--- config.mk ---
export PLATFORM = sky130hd
export DESIGN_NAME = mise_top
export DESIGN_NICKNAME = d
export VERILOG_FILES = /design/src/design/mise_pkg.sv /design/src/design/mise_exec_if.sv /design/src/design/mise_core.sv /design/src/design/mise_decode.sv /design/src/design/mise_top.sv
export SDC_FILE = /design/constraint.sdc
export NUM_CORES = 1
export LEC_CHECK = 0
export ABC_AREA = 0
export BUFFER_PORTS_ARGS = -buffer_cell sky130_fd_sc_hd__buf_4
export CAP_MARGIN = 10
export CORE_MARGIN = 2
export CORE_UTILIZATION = 40
export DETAILED_ROUTE_END_ITERATION = 8
export SETUP_SLACK_MARGIN = 0.5
export SLEW_MARGIN = 20
export SYNTH_ARGS = -nofsm -noshare
export SYNTH_HDL_FRONTEND = slang
export SYNTH_SLANG_ARGS = --single-unit
--- constraint.sdc ---
create_clock -name aclk -period 4.86 [get_ports aclk]
set_input_delay 0.972 -clock aclk [delete_from_list [all_inputs] [get_ports aclk]]
set_output_delay 0.972 -clock aclk [all_outputs]
set_load 0.01 [all_outputs]
--- src/design/mise_pkg.sv ---
// Package for the instruction subset execution block: opcodes, fields, reset values.
// Assumes 12-bit baseline instruction words and an 8-bit data path.
package mise_pkg;
   localparam logic [11:0] OP_NOP      = 12'h000;
   localparam logic [11:0] OP_OPTION   = 12'h002;
   localparam logic [11:0] OP_SLEEP    = 12'h003;
   localparam logic [3:0]  OP_LDLIT_HI = 4'hc;
   localparam logic [3:0]  OP_RTLIT_HI = 4'h8;
   localparam logic [5:0]  OP_ROTL_HI  = 6'h0d;
   localparam logic [5:0]  OP_SUBF_HI  = 6'h02;
   localparam int          DEST_BIT    = 5;
   localparam logic [7:0]  ACC_RST     = 8'h00;
   localparam logic [7:0]  OPTION_RST  = 8'hff;
   localparam logic [7:0]  WDOG_CLR    = 8'h00;
   localparam logic [10:0] PCNT_RST    = 11'h7ff;
   localparam logic [11:0] AXI_CTRL    = 12'h000;
   localparam logic [11:0] AXI_INSTR   = 12'h004;
   localparam logic [11:0] AXI_ACC     = 12'h008;
   localparam logic [11:0] AXI_STATUS  = 12'h00c;
   localparam logic [11:0] AXI_OPTION  = 12'h010;
   localparam logic [11:0] AXI_PCNT    = 12'h014;
   localparam logic [11:0] AXI_STACK   = 12'h018;
   localparam logic [11:0] AXI_FILE    = 12'h01c;
   localparam logic [11:0] AXI_WDOG    = 12'h020;
   localparam logic [1:0]  RESP_OKAY   = 2'b00;
   localparam logic [1:0]  RESP_SLVERR = 2'b10;
   typedef enum logic [2:0] {
      MISE_NOP, MISE_LDLIT, MISE_OPTION, MISE_RTLIT,
      MISE_SLEEP, MISE_ROTL, MISE_SUBF, MISE_BAD
   } mise_op_e;
endpackage

--- src/design/mise_exec_if.sv ---
// Interface carrying one issued instruction from the bus slave to the core.
// Assumes one clock domain; the core accepts every issue in the same cycle, except while asleep.
`timescale 1ns/100ps
`default_nettype none
interface mise_exec_if;
   logic        issue;    // One-cycle pulse: execute word
   logic [11:0] word;     // Instruction word
   logic        busy;     // Second cycle of a return in progress
   modport src  (output issue, output word, input busy);
   modport sink (input issue, input word, output busy);
endinterface
`default_nettype wire

--- src/design/mise_core.sv ---
// Execution core: accumulator, flags, option, file registers, return stack top, watchdog.
// Assumes issue is never raised while busy; sleep is left by reset or wake input.
//
// The register addresses and the AXI4-Lite interface to the registers are this design's own decisions.
`timescale 1ns/100ps
`default_nettype none
module mise_core (
   input  wire logic        aclk,      // Clock
   input  wire logic        aresetn,   // Sync reset, active low
   mise_exec_if.sink        ex,        // Issued instructions
   input  wire logic        wake,      // Wake from sleep
   input  wire logic        fw_we,     // Bus write of file register
   input  wire logic [4:0]  fw_idx,    // Its index
   input  wire logic [7:0]  fw_data,   // Its data
   input  wire logic [10:0] stack_in,  // Stack top load value
   input  wire logic        stack_we,  // Stack top load
   output logic [7:0]       acc,       // Accumulator
   output logic [7:0]       option,    // Option register
   output logic [10:0]      program_counter, // Program counter
   output logic [10:0]      stack_top, // Return stack top
   output logic             carry,     // Carry flag
   output logic             half_carry_flag, // Half carry flag
   output logic             zero,      // Zero flag
   output logic             watchdog_expiry_flag, // Active low expiry flag
   output logic             power_down_flag, // Active low power-down flag
   output logic             pin_change_wake_flag, // Pin-change wake flag
   output logic             asleep,    // Oscillator halted
   output logic [7:0]       watchdog_counter, // Watchdog count
   output logic [7:0]       file_rd    // File register last written by bus
);
   mise_pkg::mise_op_e op;
   logic [7:0]  file_q [32];
   logic [7:0]  prescale;
   logic [4:0]  fidx;
   logic [7:0]  fval;
   logic [7:0]  next_res;
   logic [8:0]  diff;
   logic        dest_file;
   logic        go;
   logic [4:0]  rd_idx;

   mise_decode u_dec (.word(ex.word), .op(op));

   assign fidx      = ex.word[4:0];
   assign fval      = file_q[fidx];
   assign dest_file = ex.word[mise_pkg::DEST_BIT];
   assign diff      = {1'b0, fval} - {1'b0, acc};
   assign go        = ex.issue && !asleep;
   assign file_rd   = file_q[rd_idx];

   always_comb begin
      next_res = {fval[6:0], carry};
      if (op == mise_pkg::MISE_SUBF) begin
         next_res = diff[7:0];
      end
   end

   // Second cycle of a return discards the prefetched word
   always_ff @(posedge aclk) begin
      if (!aresetn) begin
         ex.busy <= 1'b0;
      end else begin
         ex.busy <= go && op == mise_pkg::MISE_RTLIT;
      end
   end

   always_ff @(posedge aclk) begin
      if (!aresetn) begin
         program_counter <= mise_pkg::PCNT_RST;
      end else if (go && op == mise_pkg::MISE_RTLIT) begin
         program_counter <= stack_top;
      end else if (go) begin
         program_counter <= program_counter + 11'h001;
      end
   end

   always_ff @(posedge aclk) begin
      if (!aresetn) begin
         stack_top <= mise_pkg::PCNT_RST;
      end else if (stack_we) begin
         stack_top <= stack_in;
      end
   end

   always_ff @(posedge aclk) begin
      if (!aresetn) begin
         acc <= mise_pkg::ACC_RST;
      end else if (go) begin
         case (op)
            mise_pkg::MISE_LDLIT:  acc <= ex.word[7:0];
            mise_pkg::MISE_RTLIT:  acc <= ex.word[7:0];
            mise_pkg::MISE_ROTL,
            mise_pkg::MISE_SUBF:   if (!dest_file) acc <= next_res;
            default: ;
         endcase
      end
   end

   always_ff @(posedge aclk) begin
      if (!aresetn) begin
         option <= mise_pkg::OPTION_RST;
      end else if (go && op == mise_pkg::MISE_OPTION) begin
         option <= acc;
      end
   end

   always_ff @(posedge aclk) begin
      if (!aresetn) begin
         for (int i = 0; i < 32; i++) file_q[i] <= 8'h00;
      end else if (go && dest_file
                   && (op == mise_pkg::MISE_ROTL || op == mise_pkg::MISE_SUBF)) begin
         file_q[fidx] <= next_res;
      end else if (fw_we) begin
         file_q[fw_idx] <= fw_data;
      end
   end

   // Read index follows file writes only, so later instruction words cannot move it
   always_ff @(posedge aclk) begin
      if (!aresetn) begin
         rd_idx <= 5'h00;
      end else if (fw_we) begin
         rd_idx <= fw_idx;
      end
   end

   // Only the rotate and subtract touch arithmetic flags
   always_ff @(posedge aclk) begin
      if (!aresetn) begin
         carry           <= 1'b0;
         half_carry_flag <= 1'b0;
         zero            <= 1'b0;
      end else if (go && op == mise_pkg::MISE_ROTL) begin
         carry <= fval[7];
      end else if (go && op == mise_pkg::MISE_SUBF) begin
         carry           <= !diff[8];
         half_carry_flag <= fval[3:0] >= acc[3:0];
         zero            <= diff[7:0] == 8'h00;
      end
   end

   always_ff @(posedge aclk) begin
      if (!aresetn) begin
         watchdog_expiry_flag <= 1'b1;
         power_down_flag      <= 1'b1;
         pin_change_wake_flag <= 1'b0;
      end else if (go && op == mise_pkg::MISE_SLEEP) begin
         watchdog_expiry_flag <= 1'b1;
         power_down_flag      <= 1'b0;
      end
   end

   // Watchdog runs off a prescaler; sleep clears both
   always_ff @(posedge aclk) begin
      if (!aresetn || (go && op == mise_pkg::MISE_SLEEP)) begin
         prescale         <= 8'h00;
         watchdog_counter <= mise_pkg::WDOG_CLR;
      end else if (!asleep) begin
         prescale <= prescale + 8'h01;
         if (prescale == 8'hff) watchdog_counter <= watchdog_counter + 8'h01;
      end
   end

   always_ff @(posedge aclk) begin
      if (!aresetn) begin
         asleep <= 1'b0;
      end else if (go && op == mise_pkg::MISE_SLEEP) begin
         asleep <= 1'b1;
      end else if (wake) begin
         asleep <= 1'b0;
      end
   end

   chk_return_two_cycle: assert property (@(posedge aclk) disable iff (!aresetn)
      go && op == mise_pkg::MISE_RTLIT |=> ex.busy ##1 !ex.busy)
      else $error("return did not take two cycles");
   chk_sleep_wdog_clear: assert property (@(posedge aclk) disable iff (!aresetn)
      go && op == mise_pkg::MISE_SLEEP |=> watchdog_counter == 8'h00 && prescale == 8'h00)
      else $error("sleep left watchdog uncleared");
   chk_sleep_flags: assert property (@(posedge aclk) disable iff (!aresetn)
      go && op == mise_pkg::MISE_SLEEP |=> watchdog_expiry_flag && !power_down_flag
         && $stable(pin_change_wake_flag))
      else $error("sleep flags wrong");
   chk_sleep_enter: assert property (@(posedge aclk) disable iff (!aresetn)
      go && op == mise_pkg::MISE_SLEEP |=> asleep)
      else $error("sleep not entered");
endmodule
`default_nettype wire

--- src/design/mise_decode.sv ---
// Combinational instruction decoder for the subset.
// Assumes a 12-bit word; anything outside the subset decodes as MISE_BAD.
`timescale 1ns/100ps
`default_nettype none
module mise_decode (
   input  wire logic [11:0]       word, // Instruction word
   output var mise_pkg::mise_op_e op    // Decoded operation
);
   always_comb begin
      if (word == mise_pkg::OP_NOP) begin
         op = mise_pkg::MISE_NOP;
      end else if (word == mise_pkg::OP_OPTION) begin
         op = mise_pkg::MISE_OPTION;
      end else if (word == mise_pkg::OP_SLEEP) begin
         op = mise_pkg::MISE_SLEEP;
      end else if (word[11:8] == mise_pkg::OP_LDLIT_HI) begin
         op = mise_pkg::MISE_LDLIT;
      end else if (word[11:8] == mise_pkg::OP_RTLIT_HI) begin
         op = mise_pkg::MISE_RTLIT;
      end else if (word[11:6] == mise_pkg::OP_ROTL_HI) begin
         op = mise_pkg::MISE_ROTL;
      end else if (word[11:6] == mise_pkg::OP_SUBF_HI) begin
         op = mise_pkg::MISE_SUBF;
      end else begin
         op = mise_pkg::MISE_BAD;
      end
   end
endmodule
`default_nettype wire

--- src/design/mise_top.sv ---
// Top of the instruction subset executor with an AXI4-Lite register slave.
// Assumes one master with at most one write and one read outstanding.
// Function
// - Literal load sets accumulator, flags kept
// - Literal load unused bits encode as zero
// - Option load copies accumulator, flags kept
// - Return loads literal and stack top
// - Return takes two cycles, discards prefetch
// - Sleep clears watchdog and its prescaler
// - Sleep sets expiry, clears power-down flag
// - Sleep halts oscillator into low power
// - Rotate left through carry, carry only
// - Subtract accumulator from file, set flags
// - Target bit picks accumulator or file
`timescale 1ns/100ps
`default_nettype none
module mise_top (
   input  wire logic        aclk,          // Clock, 100 MHz
   input  wire logic        aresetn,       // Sync reset, active low
   input  wire logic [11:0] s_axi_awaddr,  // Write address
   input  wire logic        s_axi_awvalid, // Write address valid
   output logic             s_axi_awready, // Write address ready
   input  wire logic [31:0] s_axi_wdata,   // Write data
   input  wire logic [3:0]  s_axi_wstrb,   // Write strobes
   input  wire logic        s_axi_wvalid,  // Write data valid
   output logic             s_axi_wready,  // Write data ready
   output logic [1:0]       s_axi_bresp,   // Write response
   output logic             s_axi_bvalid,  // Write response valid
   input  wire logic        s_axi_bready,  // Write response ready
   input  wire logic [11:0] s_axi_araddr,  // Read address
   input  wire logic        s_axi_arvalid, // Read address valid
   output logic             s_axi_arready, // Read address ready
   output logic [31:0]      s_axi_rdata,   // Read data
   output logic [1:0]       s_axi_rresp,   // Read response
   output logic             s_axi_rvalid,  // Read valid
   input  wire logic        s_axi_rready,  // Read ready
   output logic             sleeping       // Core asleep, oscillator halted
);
   mise_exec_if ex ();
   logic        aw_got, w_got;
   logic [11:0] aw_q;
   logic [31:0] w_q;
   logic [3:0]  s_q;
   logic        do_wr;
   logic [7:0]  acc, option, wdog, file_rd;
   logic [10:0] prog_cnt, stk_top;
   logic        c, hc, z, to_n, pdown_n, gpw, asleep;
   logic        fw_we, stack_we, wake;
   logic [4:0]  fidx;
   logic        issue_q;
   logic [11:0] word_q;

   mise_core u_core (
      .aclk(aclk), .aresetn(aresetn), .ex(ex), .wake(wake),
      .fw_we(fw_we), .fw_idx(fidx), .fw_data(w_q[7:0]),
      .stack_in(w_q[10:0]), .stack_we(stack_we),
      .acc(acc), .option(option), .program_counter(prog_cnt), .stack_top(stk_top),
      .carry(c), .half_carry_flag(hc), .zero(z),
      .watchdog_expiry_flag(to_n), .power_down_flag(pdown_n),
      .pin_change_wake_flag(gpw), .asleep(asleep),
      .watchdog_counter(wdog), .file_rd(file_rd)
   );

   assign ex.issue = issue_q;
   assign ex.word  = word_q;
   assign do_wr    = aw_got && w_got && !s_axi_bvalid;
   assign fw_we    = do_wr && aw_q == mise_pkg::AXI_FILE && s_q[0];
   assign stack_we = do_wr && aw_q == mise_pkg::AXI_STACK && s_q[0];
   assign wake     = do_wr && aw_q == mise_pkg::AXI_CTRL && s_q[0] && w_q[0];
   assign fidx     = w_q[12:8];

   // Address and data are taken in either order, then answered together
   always_ff @(posedge aclk) begin
      if (!aresetn) begin
         aw_got <= 1'b0;
         w_got  <= 1'b0;
         aw_q   <= 12'h000;
         w_q    <= 32'h0000_0000;
         s_q    <= 4'h0;
         s_axi_awready <= 1'b1;
         s_axi_wready  <= 1'b1;
         s_axi_bvalid  <= 1'b0;
         s_axi_bresp   <= mise_pkg::RESP_OKAY;
      end else begin
         if (s_axi_awvalid && s_axi_awready) begin
            aw_q <= s_axi_awaddr;
            aw_got <= 1'b1;
            s_axi_awready <= 1'b0;
         end
         if (s_axi_wvalid && s_axi_wready) begin
            w_q <= s_axi_wdata;
            s_q <= s_axi_wstrb;
            w_got <= 1'b1;
            s_axi_wready <= 1'b0;
         end
         if (do_wr) begin
            s_axi_bvalid <= 1'b1;
            case (aw_q)
               mise_pkg::AXI_CTRL, mise_pkg::AXI_INSTR, mise_pkg::AXI_FILE,
               mise_pkg::AXI_STACK: s_axi_bresp <= mise_pkg::RESP_OKAY;
               default:             s_axi_bresp <= mise_pkg::RESP_SLVERR;
            endcase
         end
         if (s_axi_bvalid && s_axi_bready) begin
            s_axi_bvalid  <= 1'b0;
            aw_got        <= 1'b0;
            w_got         <= 1'b0;
            s_axi_awready <= 1'b1;
            s_axi_wready  <= 1'b1;
         end
      end
   end

   // Instruction writes are dropped while a return finishes its second cycle
   always_ff @(posedge aclk) begin
      if (!aresetn) begin
         issue_q <= 1'b0;
         word_q  <= 12'h000;
      end else begin
         issue_q <= do_wr && aw_q == mise_pkg::AXI_INSTR && s_q[1:0] == 2'b11
                    && !ex.busy && !issue_q;
         if (do_wr && aw_q == mise_pkg::AXI_INSTR) word_q <= w_q[11:0];
      end
   end

   always_ff @(posedge aclk) begin
      if (!aresetn) begin
         s_axi_arready <= 1'b1;
         s_axi_rvalid  <= 1'b0;
         s_axi_rdata   <= 32'h0000_0000;
         s_axi_rresp   <= mise_pkg::RESP_OKAY;
      end else if (s_axi_arvalid && s_axi_arready) begin
         s_axi_arready <= 1'b0;
         s_axi_rvalid  <= 1'b1;
         s_axi_rresp   <= mise_pkg::RESP_OKAY;
         case (s_axi_araddr)
            mise_pkg::AXI_CTRL:   s_axi_rdata <= {31'h0, asleep};
            mise_pkg::AXI_INSTR:  s_axi_rdata <= {20'h0, word_q};
            mise_pkg::AXI_ACC:    s_axi_rdata <= {24'h0, acc};
            mise_pkg::AXI_STATUS: s_axi_rdata <= {26'h0, gpw, to_n, pdown_n, z, hc, c};
            mise_pkg::AXI_OPTION: s_axi_rdata <= {24'h0, option};
            mise_pkg::AXI_PCNT:   s_axi_rdata <= {21'h0, prog_cnt};
            mise_pkg::AXI_STACK:  s_axi_rdata <= {21'h0, stk_top};
            mise_pkg::AXI_FILE:   s_axi_rdata <= {24'h0, file_rd};
            mise_pkg::AXI_WDOG:   s_axi_rdata <= {24'h0, wdog};
            default: begin
               s_axi_rdata <= 32'h0000_0000;
               s_axi_rresp <= mise_pkg::RESP_SLVERR;
            end
         endcase
      end else if (s_axi_rvalid && s_axi_rready) begin
         s_axi_rvalid  <= 1'b0;
         s_axi_arready <= 1'b1;
      end
   end

   always_ff @(posedge aclk) begin
      if (!aresetn) begin
         sleeping <= 1'b0;
      end else begin
         sleeping <= asleep;
      end
   end

   chk_literal_no_flags: assert property (@(posedge aclk) disable iff (!aresetn)
      issue_q && word_q[11:8] == mise_pkg::OP_LDLIT_HI && !asleep
      |=> acc == $past(word_q[7:0]) && $stable({c, hc, z}))
      else $error("literal load wrong");
   chk_option_load: assert property (@(posedge aclk) disable iff (!aresetn)
      issue_q && word_q == mise_pkg::OP_OPTION && !asleep
      |=> option == $past(acc) && $stable({c, hc, z}))
      else $error("option load wrong");
   chk_return_target: assert property (@(posedge aclk) disable iff (!aresetn)
      issue_q && word_q[11:8] == mise_pkg::OP_RTLIT_HI && !asleep
      |=> prog_cnt == $past(stk_top) && acc == $past(word_q[7:0]))
      else $error("return wrong");
   chk_nop_count_only: assert property (@(posedge aclk) disable iff (!aresetn)
      issue_q && word_q == mise_pkg::OP_NOP && !asleep
      |=> prog_cnt == $past(prog_cnt) + 11'h001 && $stable(acc))
      else $error("nop changed state");
endmodule
`default_nettype wire

==> summary.txt <==
unrepaired setup endpoints after global routing - yes
most common cell after layout, fill and taps aside - nor2_1
first-iteration detailed-routing DRC count - 1692
number of H-tree levels - 2
drt total wl - 62480 um
GPL Wtd Cong - 0.9580
CTS clk-pin slew, worst paths - 0.06 ns
M2 GR Usage - 37.60%
netlist area before placement - 0.02037 mm^2
Post-Layout Cell Count - 2501
Final Net Count - 1870
Cell Rows - 82
FF-to-FF path depth - 13
wire length per cell - 24.98 um
DP HPWL - 44870 um
Synth warnings - 0
gr busiest metal - met2
Design Area, Final - 0.02328 mm^2
max cap viols - 0
hold path endpoint - ex.issue$_SDFF_PN0_
first-pass iteration count of the detailed router - 5
register area share after synthesis - 51.20%
post-layout power - 7820 uW
clk buf depth - 3
Top Ports - 109
Residual DRC - 0
Clk Latency, worst-skew pair - 0.60 ns
FFs w/ async S/R, synth - 0%
cts bufs inserted - 45
min Tclk post-route - 4.198 ns
Slew Limit Fails - 0
layout cells sized above 1 - 19.75%
Die Ht - 229.7 um
CP arrival - 4.50 ns
Worst Setup Start Kind - flop
GRT met3 Usage - 4.080%
Worst Tran Pin Value - 1.131 ns
P&R area growth vs syn - 14.30%
hold-fix buffers at CTS - 0
antenna violations before repair - 0
via/cell ratio - 5.993
FF+latch count, synth - 393
CP required - 5.16 ns
Initial Utilization - 40.60%
number of global-route vias before repair - 14716
ys flop type - edfxtp_1
GRT overflow - 0
Mean Syn Cell Area - 11.70 um^2
final hold vios - 0
Total GRT Usage - 23.61%
final setup vio count - 0
worst vdd ir - 0.2809 mV
setup TNS - 0 ns
CTS tree - built
power per cell area - 335.8 mW/mm^2
final period utilization - 86.38%
Reg-to-Reg End - u_core.file_q[5][7]$_SDFFCE_PN0P_
P_leak - 0.008149 uW
skew final - 0.02304 ns
# port buffers - 65
Slew HR - 24.63%
Crit Path Class - reg2reg
post-synthesis cell count - 1741
Root Buffer - clkbuf_16
Final ANT Viol Nets - 0
GR Util met1 - 31.80%
Post-Place Cell Area - 0.02159 mm^2
Inst Count DP - 2415
Die Width - 229.7 um
hold path depth - 1
hold path start - u_core.ex.busy$_SDFF_PN0_
largest net degree at the start of global routing - 61
status - finished clean
worst min path class - reg2reg
Worst Path Max Fanout - 24
flop2flop setup slack - 0.66 ns
DR vias - 14989
most frequent cells in the layout - 314 x nor2_1, 256 x edfxtp_1, 226 x nand2_1
synth unique cells - 81
Post-synth EDFFs - 256
CP endpoint kind - flop
first-pass GRT wire length - 93470 um
clock sink total - 393
die area - 0.05275 mm^2
Core Area - 0.05017 mm^2
fmax - 238.2 MHz
# fillers - 4484
==> power by group <==
group          internal [uW]  switching, uW
Clock                   2290           1460
Sequential              3640           69.0
Combinational            141            222
Total                   6070           1750
==> what timing repair did <==
action / 4_1_cts / 5_1_grt
gates resized for setup: 4 / 8
endpoints found under the setup margin: 120 / 106
pin swaps: 0 / 1
hold endpoints to repair: 0 / 0
buffers inserted: 0 / 1
==> flip-flops by register name, summed over array words and instances, names as in the netlist, 2 cells and up, named ones only <==
name                     flops
u_core.prescale              8
s_axi_rdata                 12
u_core.acc                   8
u_core.option                8
u_core.stack_top            11
s_q                          2
u_core.rd_idx                5
u_core.file_q              256
u_core.program_counter      11
w_q                         13
aw_q                        12
u_core.watchdog_counter      8
ex.word                     12
==> cells by family after synthesis <==
group | after synthesis | share of synthesized area (%)
simple gates | 729 | 16.31
flops | 393 | 51.20
compound gates | 225 | 7.923
mux | 207 | 19.09
buf+inv | 155 | 3.870
xor+xnor | 19 | 0.8169
fa+ha+maj | 12 | 0.7739
other cells | 1 | 0.01841
==> synthesized netlist by cell type (all sizes together), types with 10 or more instances <==
master	count	area, um^2
a21boi	37	277.8
a21oi	29	145.1
a222oi	10	100.1
a22oi	32	240.2
and2	21	131.4
and3	14	87.58
buf	76	491.7
clkbuf	64	240.2
dfxtp	137	2743
edfxtp	256	7687
ha	11	137.6
inv	15	56.30
mux2	13	150.1
mux2i	61	664.4
mux4	133	3074
nand2	226	848.3
nand2b	10	62.56
nand3	28	145.1
nand4	14	102.6
nor2	315	1185
nor2b	26	162.7
nor3	12	70.07
nor3b	12	90.09
o211ai	16	125.1
o21ai	30	150.1
o22ai	18	118.9
xor2	10	87.58
==> critical path, cell delays in order, from the launching register on <==
cell and delay (ns):
dfxtp_4 0.50, buf_12 0.22, mux4_1 0.60, a22o_1 0.27, a221oi_2 0.25, nand3_1 0.16
ha_1 0.36, o2111a_1 0.17, a211oi_2 0.33, a2111oi_0 0.17, a211oi_1 0.31, a21o_1 0.25
buf_12 0.19, nor2_1 0.07
==> metrics by stage <==
stage                     utilization, %  hold WS (ns)  worst slack, ns
after floorplan                        -        0.3744            1.071
after global placement             43.03        0.3825           0.3702
after detailed placement           43.03        0.4165           0.2538
after CTS                          46.33        0.4447           0.5387
after global routing               46.41        0.4542           0.5088
final                              46.41        0.4538           0.6619
==> layer usage <==
metal	vias to the layer above	share of wire (%)	wire (um)
li1	6547	-	-
met1	7519	41	25440
met2	762	46	28730
met3	161	8.8	5489
met4	0	4.5	2819
met5	-	0	0
==> cell type report <==
class / instances / area (um^2) / area share (%)
antenna: 1 / 2.502 / 0.01075
clock buffer: 60 / 1279 / 5.492
clock inverter: 24 / 369.1 / 1.585
inverter: 15 / 56.30 / 0.2418
multi-input combinational: 1214 / 9265 / 39.79
sequential: 393 / 10450 / 44.86
tap: 672 / 840.8 / 3.611
timing repair buffer: 122 / 1027 / 4.412
==> worst max-delay path by stage <==
stage / endpoint / start / slack, ns
after floorplan: u_core.file_q[25][7]$_SDFFCE_PN0P_ / flop / 1.07
after global routing: u_core.file_q[13][7]$_SDFFCE_PN0P_ / flop / 0.51
after global placement: u_core.file_q[31][7]$_SDFFCE_PN0P_ / flop / 0.37
after detailed placement: u_core.file_q[19][7]$_SDFFCE_PN0P_ / flop / 0.25
after CTS: u_core.file_q[5][7]$_SDFFCE_PN0P_ / flop / 0.54
final: u_core.file_q[5][7]$_SDFFCE_PN0P_ / flop / 0.66
(Power assumes the default switching activity.)
